**src/dsp_byte_port_cfg.svh**
```systemverilog
// Constants for the byte port sample packer: counts, widths and timing
`ifndef DSP_BYTE_PORT_CFG_SVH
`define DSP_BYTE_PORT_CFG_SVH

// ==========================================================
// Data path shape
`define DBP_BYTE_W 8
`define DBP_SAMPLE_W 16
`define DBP_BYTES_PER_WORD 4
`define DBP_FIFO_DEPTH 4096

// ==========================================================
// Clock and timing
`define DBP_CLK_PERIOD_NS 20
`define DBP_TOKEN_FORCE_NS 1000
`define DBP_TOKEN_FORCE_CYC ((`DBP_TOKEN_FORCE_NS + `DBP_CLK_PERIOD_NS - 1) / `DBP_CLK_PERIOD_NS)

// ==========================================================
// Synchroniser depth, byte index reset value and last byte index
`define DBP_SYNC_STAGES 3
`define DBP_BYTE_IDX_RST 2'h0
`define DBP_LAST_BYTE 2'h3

`endif

```
**src/dsp_byte_port_pkg.sv**
```systemverilog
// Types shared by the byte port sample packer
`default_nettype none

package dsp_byte_port_pkg;

  // ==========================================================
  // Controller states
  typedef enum logic [2:0]
  {
    st_idle,
    st_read_first,
    st_take_first,
    st_read_second,
    st_take_second,
    st_setup,
    st_strobe,
    st_release
  } packer_state_t;

endpackage : dsp_byte_port_pkg

`default_nettype wire

```
**src/dsp_byte_port_sample_packer.sv**
```systemverilog
// Packs pairs of FIFO samples into longwords and sends them over a byte-wide strobe/ready link
`include "dsp_byte_port_cfg.svh"
`default_nettype none

// Contract
// Eight-bit data path to receiver, one byte per handshake.
// Take 16-bit samples from the carrier FIFO and turn them into bytes.
// Two samples form one 32-bit longword, sent as four bytes.
// Least significant byte of each longword goes first.
// Once a longword's first byte starts, all four bytes are sent.
// Each byte moves by low strobe with data, answered by low ready.
// Strobe stays inactive until the FIFO reports half full.
// At half full send one longword, then hold strobe until half full again.
// While half full persists, keep sending longwords back to back.
// Aim at about 14 megabytes per second inside a burst; the code takes over 10 cycles of 20 ns per byte, under 4 MB/s.
// Always the output end; direction change requests are ignored.
// At power up drive token lines so the receiver becomes input.
// Receiver works only as input; link is one way.
// No transfers start while the FIFO reports empty.
// Low controller clear holds the controller cleared; high resumes.
// Byte order: first sample low, high, second sample low, high.
// Reset or clear returns to idle, strobe off, no partial word.
module dsp_byte_port_sample_packer #(
  parameter int SAMPLE_W = `DBP_SAMPLE_W,
  parameter int FIFO_DEPTH = `DBP_FIFO_DEPTH,
  parameter int TOKEN_FORCE_CYC = `DBP_TOKEN_FORCE_CYC
) (
  // Clock and reset
  input wire logic core_clk,
  input wire logic sys_rst,

  // Carrier sample FIFO port
  input wire logic [SAMPLE_W-1:0] fifo_data,
  input wire logic fifo_half_full,
  input wire logic fifo_empty,
  output logic fifo_read,

  // Host control bit
  input wire logic controller_clear_n,

  // Link data bus
  output logic [`DBP_BYTE_W-1:0] byte_data_out,
  output logic byte_data_oe,

  // Link handshake
  output logic byte_strobe_n,
  input wire logic byte_ready_n,

  // Link token lines, open drain
  input wire logic token_request_n_in,
  output logic token_request_n_out,
  output logic token_request_n_oe,
  input wire logic token_ack_n_in,
  output logic token_ack_n_out,
  output logic token_ack_n_oe,

  // Status
  output logic link_busy
);

  // ==========================================================
  // Local sizes
  localparam int WORD_W = 2 * SAMPLE_W;
  localparam int FORCE_W = $clog2(TOKEN_FORCE_CYC + 1);
  localparam logic [FORCE_W-1:0] FORCE_LOAD = FORCE_W'(TOKEN_FORCE_CYC);

  // ==========================================================
  // Synchronised pins
  logic half_full_level;
  logic empty_level;
  logic ready_n_level;
  logic clear_n_level;

  // Pins from the carrier and the receiver cross into core_clk
  // Reset levels: clear_n high, ready_n high, empty high, half_full low
  pin_sync #(
    .WIDTH(4),
    .RESET_VALUE(4'he)
  ) u_pin_sync (
    .core_clk(core_clk),
    .sys_rst(sys_rst),
    .pin({controller_clear_n, byte_ready_n, fifo_empty, fifo_half_full}),
    .level({clear_n_level, ready_n_level, empty_level, half_full_level})
  );

  // Token lines are read by nobody: direction requests have no effect
  logic token_lines_unused;
  assign token_lines_unused = token_request_n_in ^ token_ack_n_in;

  // ==========================================================
  // Token forcer state
  logic [FORCE_W-1:0] force_cnt;
  logic [FORCE_W-1:0] next_force_cnt;
  logic forcing;

  assign forcing = (force_cnt != '0);

  // Count down the power-up forcing window once
  always_comb
  begin
    next_force_cnt = force_cnt;
    if (forcing)
    begin
      next_force_cnt = force_cnt - FORCE_W'(1);
    end
  end

  // Forcing window register
  always_ff @(posedge core_clk or posedge sys_rst)
  begin
    if (sys_rst)
    begin
      force_cnt <= FORCE_LOAD;
    end
    else
    begin
      force_cnt <= next_force_cnt;
    end
  end

  // ==========================================================
  // Controller state
  dsp_byte_port_pkg::packer_state_t state;
  dsp_byte_port_pkg::packer_state_t next_state;
  logic [WORD_W-1:0] word;
  logic [WORD_W-1:0] next_word;
  logic [1:0] byte_idx;
  logic [1:0] next_byte_idx;
  logic [`DBP_BYTE_W-1:0] data_reg;
  logic [`DBP_BYTE_W-1:0] next_data_reg;
  logic strobe_n_reg;
  logic next_strobe_n_reg;
  logic start_ok;

  // A longword may start only when half full and not empty
  // Forcing must end first, or the receiver may not yet be an input
  assign start_ok = half_full_level && !empty_level && !forcing; // see

  // Next-state and datapath decisions
  always_comb
  begin
    next_state = state;
    next_word = word;
    next_byte_idx = byte_idx;
    next_data_reg = data_reg;
    next_strobe_n_reg = strobe_n_reg;
    if (!clear_n_level)
    begin
      // Cleared controller holds idle with nothing pending
      next_state = dsp_byte_port_pkg::st_idle; // see
      next_byte_idx = `DBP_BYTE_IDX_RST;
      next_strobe_n_reg = 1'b1;
    end
    else
    begin
      case (state)
        dsp_byte_port_pkg::st_idle:
        begin
          next_strobe_n_reg = 1'b1;
          next_byte_idx = `DBP_BYTE_IDX_RST;
          if (start_ok)
          begin
            next_state = dsp_byte_port_pkg::st_read_first;
          end
        end
        dsp_byte_port_pkg::st_read_first:
        begin
          next_state = dsp_byte_port_pkg::st_take_first;
        end
        dsp_byte_port_pkg::st_take_first:
        begin
          // First sample fills the low half
          next_word[SAMPLE_W-1:0] = fifo_data; // see
          next_state = dsp_byte_port_pkg::st_read_second;
        end
        dsp_byte_port_pkg::st_read_second:
        begin
          next_state = dsp_byte_port_pkg::st_take_second;
        end
        dsp_byte_port_pkg::st_take_second:
        begin
          // Second sample fills the high half
          next_word[WORD_W-1:SAMPLE_W] = fifo_data; // see
          next_state = dsp_byte_port_pkg::st_setup;
        end
        dsp_byte_port_pkg::st_setup:
        begin
          // Put the byte on the bus a cycle before the strobe
          next_data_reg = word[byte_idx*`DBP_BYTE_W +: `DBP_BYTE_W]; // see
          if (ready_n_level)
          begin
            next_state = dsp_byte_port_pkg::st_strobe;
          end
        end
        dsp_byte_port_pkg::st_strobe:
        begin
          // Strobe held low until the receiver answers with ready
          next_strobe_n_reg = 1'b0;
          if (!strobe_n_reg && !ready_n_level)
          begin
            next_strobe_n_reg = 1'b1;
            next_state = dsp_byte_port_pkg::st_release;
          end
        end
        dsp_byte_port_pkg::st_release:
        begin
          // Wait for ready to go away before the next byte
          if (ready_n_level)
          begin
            if (byte_idx != `DBP_LAST_BYTE)
            begin
              // Word already captured, so the rest follows unless the controller is cleared
              next_byte_idx = byte_idx + 2'h1;
              next_state = dsp_byte_port_pkg::st_setup;
            end
            else if (start_ok)
            begin
              // Half full still present: go straight on
              next_byte_idx = `DBP_BYTE_IDX_RST;
              next_state = dsp_byte_port_pkg::st_read_first; // see
            end
            else
            begin
              next_state = dsp_byte_port_pkg::st_idle;
            end
          end
        end
        default:
        begin
          next_state = dsp_byte_port_pkg::st_idle;
        end
      endcase
    end
  end

  // Controller registers
  always_ff @(posedge core_clk or posedge sys_rst)
  begin
    if (sys_rst)
    begin
      state <= dsp_byte_port_pkg::st_idle;
      word <= '0;
      byte_idx <= `DBP_BYTE_IDX_RST;
      data_reg <= 8'h00;
      strobe_n_reg <= 1'b1;
    end
    else
    begin
      state <= next_state;
      word <= next_word;
      byte_idx <= next_byte_idx;
      data_reg <= next_data_reg;
      strobe_n_reg <= next_strobe_n_reg;
    end
  end

  // ==========================================================
  // Outputs
  // FIFO read pulse one cycle before each capture
  logic read_state;

  // Read states decoded from the state register
  always_comb
  begin
    read_state = 1'b0;
    case (state)
      dsp_byte_port_pkg::st_read_first:
      begin
        read_state = 1'b1;
      end
      dsp_byte_port_pkg::st_read_second:
      begin
        read_state = 1'b1;
      end
      default:
      begin
        read_state = 1'b0;
      end
    endcase
  end

  // Reads stop at once while the controller is cleared
  assign fifo_read = clear_n_level && read_state; // see

  // Link data from its register, bus always driven
  assign byte_data_out = data_reg;
  assign byte_data_oe = 1'b1; // see

  // Strobe straight from its register, so it never glitches
  assign byte_strobe_n = strobe_n_reg;

  // Acknowledge token line pulled low during the forcing window, released after
  assign token_ack_n_out = 1'b0;
  assign token_ack_n_oe = forcing;

  // Request line never driven: the receiver cannot take the link
  assign token_request_n_out = 1'b0;
  assign token_request_n_oe = 1'b0;

  // Busy while a longword is in flight
  assign link_busy = (state != dsp_byte_port_pkg::st_idle);

endmodule : dsp_byte_port_sample_packer

`default_nettype wire

```
**src/pin_sync.sv**
```systemverilog
// Three-stage pin synchroniser with agreement of the last two stages
`default_nettype none

module pin_sync #(
  parameter int WIDTH = 1,
  parameter logic [WIDTH-1:0] RESET_VALUE = '0
) (
  // Clock and reset
  input wire logic core_clk,
  input wire logic sys_rst,
  // Asynchronous pins and their clean levels
  input wire logic [WIDTH-1:0] pin,
  output logic [WIDTH-1:0] level
);

  // ==========================================================
  // Per-bit chain
  genvar i;
  generate
    for (i = 0; i < WIDTH; i = i + 1)
    begin : g_bit
      logic meta;
      logic second;
      logic third;
      logic held;
      logic next_held;

      // Accept a change only once stages two and three agree
      always_comb
      begin
        next_held = held;
        if (second == third)
        begin
          next_held = third;
        end
      end

      // Stage registers; the first stage feeds only the second
      always_ff @(posedge core_clk or posedge sys_rst)
      begin
        if (sys_rst)
        begin
          meta <= RESET_VALUE[i];
          second <= RESET_VALUE[i];
          third <= RESET_VALUE[i];
          held <= RESET_VALUE[i];
        end
        else
        begin
          meta <= pin[i];
          second <= meta;
          third <= second;
          held <= next_held;
        end
      end

      assign level[i] = held;
    end
  endgenerate

endmodule : pin_sync

`default_nettype wire
```
**config.mk**
```make
export PLATFORM = sky130hd
export DESIGN_NAME = dsp_byte_port_sample_packer
export DESIGN_NICKNAME = d
export VERILOG_FILES = /design/src/dsp_byte_port_pkg.sv /design/src/dsp_byte_port_sample_packer.sv /design/src/pin_sync.sv
export VERILOG_INCLUDE_DIRS = /design/src
export SDC_FILE = /design/constraint.sdc
export NUM_CORES = 1
export LEC_CHECK = 0
export ABC_AREA = 1
export ABC_CLOCK_PERIOD_IN_PS = 1600
export BUFFER_PORTS_ARGS = -buffer_cell sky130_fd_sc_hd__clkbuf_2
export CORE_MARGIN = 2
export CORE_UTILIZATION = 40
export CTS_BUF_LIST = sky130_fd_sc_hd__clkbuf_8
export CTS_CLUSTER_DIAMETER = 200
export DETAILED_ROUTE_END_ITERATION = 10
export PLACE_DENSITY = 0.64
export SETUP_SLACK_MARGIN = 0.4
export SLEW_MARGIN = 30
export SYNTH_ARGS = -nofsm -noshare
export SYNTH_HDL_FRONTEND = slang
export SYNTH_HIERARCHICAL = 1
export SYNTH_SLANG_ARGS = --single-unit
```
**constraint.sdc**
```tcl
create_clock -name core_clk -period 1.6 [get_ports core_clk]
set_input_delay 0.24 -clock core_clk [delete_from_list [all_inputs] [get_ports core_clk]]
set_output_delay 0.24 -clock core_clk [all_outputs]
set_load 0.01 [all_outputs]
```
# ---- Word-level counts from Yosys, hierarchy flattened
# Index checks and enable logic that the tools add are counted.
dict set report classes {
  eq_ne 19
  n_shift 1
  reduce_logical 17
  muxes 17
  add_sub_neg 2
}
# operator n
set op_table {}
lappend op_table {{$shiftx A32 B6 Y8} 1}
lappend op_table {{$pmux W3 S8} 1}
lappend op_table {{$mux W3} 6}
lappend op_table {{$eq A3 B3 Y1 const B} 4}
lappend op_table {{$ne A3 B3 Y1 const B} 4}
lappend op_table {{$mux W2} 4}
lappend op_table {{$eq A3 B2 Y1 const B} 2}
lappend op_table {{$ne A3 B2 Y1 const B} 2}
lappend op_table {{$reduce_and A2 Y1} 3}
lappend op_table {{$reduce_bool A6 Y1} 1}
lappend op_table {{$sub A6 B1 Y6 const B} 1}
lappend op_table {{$eq A1 B1 Y1} 4}
lappend op_table {{$logic_and A1 B1 Y1} 4}
lappend op_table {{$logic_not A1 Y1} 4}
lappend op_table {{$mux W1} 4}
lappend op_table {{$ne A4 B4 Y1 const B} 1}
lappend op_table {{$pmux W2 S2} 1}
lappend op_table {{$reduce_and A4 Y1} 1}
lappend op_table {{$eq A3 B1 Y1 const B} 1}
lappend op_table {{$logic_not A3 Y1} 1}
lappend op_table {{$reduce_and A3 Y1} 1}
lappend op_table {{$reduce_bool A3 Y1} 1}
lappend op_table {{$add A2 B1 Y2 const B} 1}
lappend op_table {{$ne A2 B2 Y1 const B} 1}
lappend op_table {{2 further kinds} 2}
dict set report word_totals {
  input_bits 24
  regBits 68
  elab_cells 79
  output_inout_bits 16
}

# ---- Logic depth before layout (Yosys ltp)
# Gate-level depths: netlist of run 1.
dict set report logic_depth {
  depth_word 8
  ltp_mapped 10
  depth_no_buf 9
}

# ---- Cells and area by module
# Netlist of run 1, hierarchy kept.
# module area_per_inst_um2 instances seq_area_each_um2 cells_each
set modules_own_cells {}
lappend modules_own_cells {dsp_byte_port_sample_packer 2489.9 1 1306.3 309}
lappend modules_own_cells {pin_sync 514.2 1 415.4 37}

# ---- Worst setup path after synthesis of run 1
# No wires, ideal clock.
dict set report synth_timing {
  path_kind {register -> register}
  start {reg u_pin_sync.g_bit[3].held}
  end {reg data_reg[0], in the netlist byte_data_out[0]}
  path_stages_with_launch 8
  n_path_buf 3
  t_required_ns 1.518
  arrival_ns 1.364
  setup_slack_ns 0.154
  setup_time_ns 0.082
  cell_sequence {dfstp_2 -> buf_4 -> buf_4 -> nand2_2 -> nor3_4 -> buf_6 -> nor2_1 -> a31oi_1}
}
dict set report synth_via {
  elab_chain_cells 1
}
# item line_no
set synth_lines {}
lappend synth_lines {{start, declared} pin_sync.sv:25} ;# logic held;
lappend synth_lines {{start signal, assigned} pin_sync.sv:46} ;# held <= RESET_VALUE[i];
lappend synth_lines {{start signal, assigned} pin_sync.sv:53} ;# held <= next_held;
lappend synth_lines {{$reduce_and A2 Y1 (no source line)} -}
lappend synth_lines {{end signal, assigned} dsp_byte_port_sample_packer.sv:252} ;# data_reg <= next_data_reg;
lappend synth_lines {{end, declared} dsp_byte_port_sample_packer.sv:129} ;# logic [`DBP_BYTE_W-1:0] data_reg;
# Every way passes these cells.
# A chain may end at the register's enable or synchronous reset.

# ---- Worst setup path after layout of run 1
dict set report layout_timing {
  start {reg force_cnt[1]}
  end {out token_ack_n_oe}
}
dict set report layout_via {
  elab_chain_cells 1
}
# item line_no
set layout_lines {}
lappend layout_lines {{start, declared} dsp_byte_port_sample_packer.sv:92} ;# logic [FORCE_W-1:0] force_cnt;
lappend layout_lines {{start signal, assigned} dsp_byte_port_sample_packer.sv:117} ;# force_cnt <= next_force_cnt;
lappend layout_lines {{$reduce_bool A6 Y1} dsp_byte_port_sample_packer.sv:96} ;# assign forcing = (force_cnt != '0);
lappend layout_lines {{end, declared} dsp_byte_port_sample_packer.sv:55} ;# output logic token_ack_n_oe,
# Every way passes these cells.

==> flow_summary_export.csv, run 1 <==
group,metric,value,unit
outcome,status,"finished, final reports clean",
clock_network,cts_tree,"built",
grt,grtUsageTotal,0.161,
placed_design,placement.io_buffers,33,
synthesis,async_flop_share,1.00,
timing,tns,0,ns
final_layout,final_common_cell,"nand2_1",
clock_network,clock_latency,0.33,ns
synthesis,syn_avg_cell_area,8.68,um2
final_layout,utilization,0.526,
hold_path,holdPathStages,3,
synthesis,ys_warn_count,6,
drt,wire_per_inst,12.7,um
pwr,p_leak,1.96,nW
synthesis,ys.flop_type,"dfrtp_1",
final_layout,mostFrequentLayoutCells,"nand2_1, nor2_1, dfrtp_1",
timing,timing.slew.headroom,0.628,
pwr,p_per_area,1220,mW/mm2
timing,finalMaxSlewViolations,0,
synthesis,synth_edf_count,0,
grt,grt_pass1_vias,2285,
critical_path,path_class,"flip-flop to output pin",
critical_path,r2r-end,"byte_idx[0]",
final_layout,areaGrowthSynthToFinish,27.1,%
clock_network,clk_pin_slew,0.07,ns
critical_path,critical_path_required,1.36,ns
clock_network,clockBufferDepth,2,
critical_path,rr_worst_depth,9,
timing,rsz0062_at_grt,"yes",
final_layout,drive_gt1_frac,0.318,
critical_path,cp-start-kind,"flip-flop",
die,io_pins,40,
die,num_rows,31,
final_layout,final_area,0.00382,mm2
drt,first_pass_iters,4,
timing,clock.fmax,653,MHz
grt,grt_max_degree,35,
critical_path,crit_buf_inv,2,
clock_network,cts_max_level,3,
drt,drc,0,
placed_design,place_congestion,0.861,
clock_network,cts-buffers-inserted,9,
critical_path,cp_top_family,"flip-flops",
timing,period_minus_slack,1.53,ns
hold_path,hold_start,"fifo_data[13]",
clock_network,cts.sinks,68,
critical_path,rrSetupSlack,0.17,ns
placed_design,hpwlAfterDp,3.92,mm
grt,grt_first_pass_wirelength,10.6,mm
pwr,peakVddDrop,0.000510,V
grt,overflow,0,
die,start_util,0.414,
critical_path,setup.worst_path.end_class,"output pin",
synthesis,ys_seq_elements,68,
synthesis,synth_cell_type_count,26,
timing,period_share,0.958,
synthesis,synth-seq-area-share,0.573,
timing,worst_clock_skew,0.00494,ns
synthesis,synth_area,0.00300,mm2
placed_design,postPlaceCellArea,0.00328,mm2
final_layout,n_antenna_cell,0,
drt,drtAntennaViolNets,0,
die,die_y,90.7,um
hold_path,holdPathEnd,"word[13]",
timing,worst_slew_pin_slew,0.558,ns
synthesis,syn_inst,346,
drt,routed_wl,6.37,mm
clock_network,clockRootBuffer,"clkbuf_8",
critical_path,cp_slowest_stage_delay,0.55,ns
die,fp.dieW,90.7,um
drt,drtIter0Drc,128,
timing,whs,0.144,ns
timing,hold_violations,0,
critical_path,r2r-start,"u_pin_sync/g_bit[3].held",
final_layout,final_nets,425,
grt,antenna_found_initial,0,
drt,vias_per_cell,4.69,
die,fp.dieArea,0.00822,mm2
drt,vias,2354,
flow_run,max_cap_viol_count,0,
critical_path,crit_path_max_fanout,2,
hold_path,hp-class,"input pin to flip-flop",
final_layout,n_fill_cell,673,
critical_path,arrival,1.29,ns
pwr,finalPower,0.00466,W
critical_path,crit_chain,"inv_2, ha_4, nand3_4, buf_6",
timing,final-setup-viol-count,0,
critical_path,critPathSlowestCell,"dfstp_2",
die,core_area,0.00725,mm2
through the flow:
step / cells / setup WS, ns
2_1_floorplan: 348 / 0.190
3_5_place_dp: 468 / 0.156
6_report: 502 / 0.0678
5_1_grt: 502 / 0.0313
3_3_place_gp: 468 / 0.196
4_1_cts: 500 / 0.0160
worst register-to-register path, cell delays in order (launching register included):
cell and delay [ns]:
dfstp_2 0.55, buf_4 0.14, nand2_4 0.07, inv_4 0.09, nand2_1 0.07, inv_2 0.08
nand3_1 0.10, nand2_2 0.12, nand2_1 0.08, o21ai_2 0.06
report_power, final:
group | leakage, nW | switching (W) | internal [W] | total, W
Combinational | 1.08 | 0.000539 | 0.000436 | 0.000975
Clock | 0.100 | 0.000629 | 0.000636 | 0.00127
Sequential | 0.779 | 0.000233 | 0.00219 | 0.00242
cell usage after synthesis (all sizes together), types with 2 or more instances:
cell / count / share of area
nand3: 12 / 0.022
nor3: 5 / 0.012
clkbuf: 3 / 0.0037
conb: 2 / 0.0025
a31oi: 9 / 0.019
nand2: 56 / 0.071
buf: 17 / 0.038
nand4: 2 / 0.0042
ha: 3 / 0.012
o21ai: 54 / 0.090
inv: 47 / 0.059
dfrtp: 52 / 0.43
xor2: 2 / 0.0058
nor2: 57 / 0.071
dfstp: 16 / 0.14
a21oi: 6 / 0.010
timing repair:
action	4_1_cts	5_1_grt
buffers inserted	11	2
pin swaps	5	11
hold buffers	5	0
gates resized for setup	35	34
endpoints found under the setup margin	53	55
endpoints found under the hold margin	26	0
layout make-up:
| class | instances | area, um2 | area share |
|---|---|---|---|
| tap | 99 | 124 | 0.0324 |
| sequential | 68 | 1730 | 0.452 |
| inverter | 47 | 193 | 0.0505 |
| clock inverter | 5 | 27.5 | 0.00721 |
| clock buffer | 11 | 151 | 0.0396 |
| multi-input combinational | 213 | 1150 | 0.302 |
| timing repair buffer | 59 | 443 | 0.116 |
metal layers:
layer	GRT usage	routed length, um	up-vias
met3	0.0326	279	7
li1	-	-	1194
met4	0.0756	102	0
met2	0.252	3100	61
met5	0	0	-
met1	0.216	2890	1092
flip-flops by register name, summed over array words and instances (netlist names):
signal and flops:
u_pin_sync/g_bit.meta 4, u_pin_sync/g_bit.second 4, u_pin_sync/g_bit.third 4, word 32, byte_strobe_n 1, state 3, force_cnt 6, byte_idx 2
byte_data_out 8, u_pin_sync/g_bit.held 4
worst max-delay path by stage:
stage / startpoint / to / slack, ns / cells after the start
after floorplan: u_pin_sync/g_bit[3].held / byte_data_out[0] / 0.19 / 7
after global placement: force_cnt[1] / state[0] / 0.20 / 8
after detailed placement: force_cnt[1] / state[0] / 0.16 / 8
after CTS: u_pin_sync/g_bit[3].held / fifo_read / 0.02 / 4
after global routing: force_cnt[1] / token_ack_n_oe / 0.03 / 4
final: force_cnt[1] / token_ack_n_oe / 0.07 / 4
cell families after synthesis:
kind of cell | Yosys count | synth area share
and+or+nand+nor | 133 | 0.182
DFF | 68 | 0.573
buffers and inverters | 67 | 0.100
AOI/OAI and AO/OA | 71 | 0.124
other | 2 | 0.00250
adders and majority gates | 3 | 0.0125
xor gates and xnor gates | 2 | 0.00583
Note: power is estimated with default switching activity, not from simulation.
==> inputs of run 2 (changes only) <==
--- a/config.mk
+++ b/config.mk
@@ -9,12 +9,14 @@
 export ABC_AREA = 1
 export ABC_CLOCK_PERIOD_IN_PS = 1600
 export BUFFER_PORTS_ARGS = -buffer_cell sky130_fd_sc_hd__clkbuf_2
+export CELL_PAD_IN_SITES_DETAIL_PLACEMENT = 0
+export CELL_PAD_IN_SITES_GLOBAL_PLACEMENT = 1
 export CORE_MARGIN = 2
 export CORE_UTILIZATION = 40
 export CTS_BUF_LIST = sky130_fd_sc_hd__clkbuf_8
 export CTS_CLUSTER_DIAMETER = 200
 export DETAILED_ROUTE_END_ITERATION = 10
-export PLACE_DENSITY = 0.64
+export PLACE_DENSITY = 0.79
 export SETUP_SLACK_MARGIN = 0.4
 export SLEW_MARGIN = 30
 export SYNTH_ARGS = -nofsm -noshare
==> flow_summary_export.csv, run 2 (synthesis results as in run 1) <==
group,metric,value,unit
outcome,status,"finished, final reports clean",
critical_path,critical_path_required,1.36,ns
pwr,internal_power,0.00363,W
pwr,finalPower,0.00541,W
grt,overflow,0,
critical_path,crit_chain,"inv_4, ha_4, nand3_4, buf_6",
timing,worst_clock_skew,0.0150,ns
final_layout,final_common_cell,"dfrtp_1",
pwr,p_leak,2.17,nW
drt,vias_per_cell,4.90,
grt,grt_max_degree,53,
clock_network,cts_max_level,3,
placed_design,postPlaceCellArea,0.00328,mm2
die,fp.dieW,90.7,um
clock_network,clk_pin_slew,0.08,ns
pwr,p_per_area,1190,mW/mm2
critical_path,crit_buf_inv,2,
grt,grt_pass1_vias,2448,
final_layout,n_antenna_cell,0,
timing,period_share,0.973,
critical_path,setup.worst_path.end_class,"output pin",
critical_path,crit_path_max_fanout,2,
critical_path,path_class,"flip-flop to output pin",
critical_path,critPathSlowestCell,"dfstp_2",
pwr,p_sw,0.00179,W
critical_path,cp_slowest_stage_delay,0.56,ns
grt,grt_first_pass_wirelength,11.8,mm
final_layout,final_nets,443,
final_layout,utilization,0.628,
final_layout,final_area,0.00455,mm2
placed_design,placement.io_buffers,33,
clock_network,clockBufferDepth,2,
timing,tns,0,ns
drt,first_pass_iters,4,
clock_network,clock_latency,0.35,ns
pwr,peakVddDrop,0.000532,V
final_layout,largest-register,"word",
die,fp.dieArea,0.00822,mm2
drt,drtAntennaViolNets,0,
die,die_y,90.7,um
clock_network,cts.sinks,68,
drt,drtIter0Drc,188,
timing,rsz0062_at_grt,"yes",
pwr,p_sw_frac,0.330,
placed_design,hpwlAfterDp,3.90,mm
grt,antenna_found_initial,0,
final_layout,regArea,0.00173,mm2
drt,routed_wl,7.84,mm
timing,worst_slew_pin_slew,0.576,ns
pwr,p_seq_frac,0.482,
timing,timing.slew.headroom,0.615,
drt,vias,2549,
final_layout,mostFrequentLayoutCells,"dfrtp_1, nor2_1, inv_1",
critical_path,arrival,1.32,ns
timing,hold_violations,0,
timing,whs,0.127,ns
clock_network,cts-buffers-inserted,9,
timing,finalMaxSlewViolations,0,
grt,grtUsageTotal,0.185,
final_layout,multi_input_area,0.00154,mm2
pwr,clock_power_share,0.237,
drt,wire_per_inst,15.1,um
pwr,comb_power_share,0.281,
critical_path,cp_top_family,"flip-flops",
final_layout,drive_gt1_frac,0.513,
final_layout,n_fill_cell,573,
timing,final-setup-viol-count,0,
flow_run,max_cap_viol_count,0,
clock_network,cts_tree,"built",
timing,clock.fmax,642,MHz
clock_network,clockRootBuffer,"clkbuf_8",
die,num_rows,31,
die,io_pins,40,
timing,period_minus_slack,1.56,ns
die,core_area,0.00725,mm2
final_layout,areaGrowthSynthToFinish,51.5,%
drt,drc,0,
hold_path,hp-class,"input pin to flip-flop",
critical_path,cp-start-kind,"flip-flop",
placed_design,place_congestion,0.818,
die,start_util,0.414,
critical_path,rrSetupSlack,0.08,ns
final_layout,largest_reg_flops,32,
run 2: timing repair:
| action | CTS | global route |
|---|---|---|
| gates cloned | 6 | 0 |
| resized for setup | 99 | 118 |
| buffers inserted | 15 | 11 |
| pin swaps | 3 | 17 |
| setup endpoints to repair | 55 | 57 |
| hold buffers | 5 | 0 |
| endpoints found under the hold margin | 56 | 0 |
run 2: area by class of cell:
| class | count | area share |
|---|---|---|
| Tap cell | 99 | 0.0272 |
| Sequential cell | 68 | 0.380 |
| Inverter | 47 | 0.0462 |
| Multi-Input combinational cell | 213 | 0.338 |
| Timing Repair Buffer | 77 | 0.169 |
| Clock buffer | 11 | 0.0333 |
| Clock inverter | 5 | 0.00632 |
run 2: power groups by stage:
stage	clock, W	combinational (W)	sequential [W]
after floorplan	0	0.000647	0.00243
after detailed placement	0	0.000875	0.00245
after CTS	0.00131	0.00120	0.00249
after global placement	0	0.000850	0.00244
after global routing	0.00139	0.00168	0.00266
final	0.00128	0.00152	0.00261
run 2: path summary, 6_finish.rpt:
path | startpoint | endpoint | cells past startpoint
min in group asynchronous | sys_rst | state[1] | 4
max in group asynchronous | sys_rst | u_pin_sync/g_bit[3].held | 3
worst min register to register | u_pin_sync/g_bit[0].meta | u_pin_sync/g_bit[0].second | 0
worst max register to register | u_pin_sync/g_bit[3].held | word[14] | 8
worst max-delay path | force_cnt[1] | token_ack_n_oe | 4
worst min-delay path | fifo_data[15] | word[31] | 3
run 2: routing by layer:
| layer | wire length [um] | global-route usage |
|---|---|---|
| met1 | 3460 | 0.251 |
| met2 | 3910 | 0.287 |
| met3 | 345 | 0.0467 |
| met4 | 120 | 0.0718 |
| met5 | 0 | 0 |
run 2: worst reg2reg max path: cells and delay by family (launching register included):
| family | cells | cell delay [ns] |
|---|---|---|
| AO/OA/AOI/OAI | 1 | 0.05 |
| AND/OR/NAND/NOR | 2 | 0.16 |
| flip-flops | 1 | 0.55 |
| buffers and inverters | 5 | 0.64 |
run 2: stage by stage:
stage | std cells | worst slack, ns
4_1_cts | 509 | 0.0446
6_report | 520 | 0.0428
3_5_place_dp | 467 | 0.164
3_3_place_gp | 467 | 0.191
2_1_floorplan | 348 | 0.190
5_1_grt | 520 | -0.00245
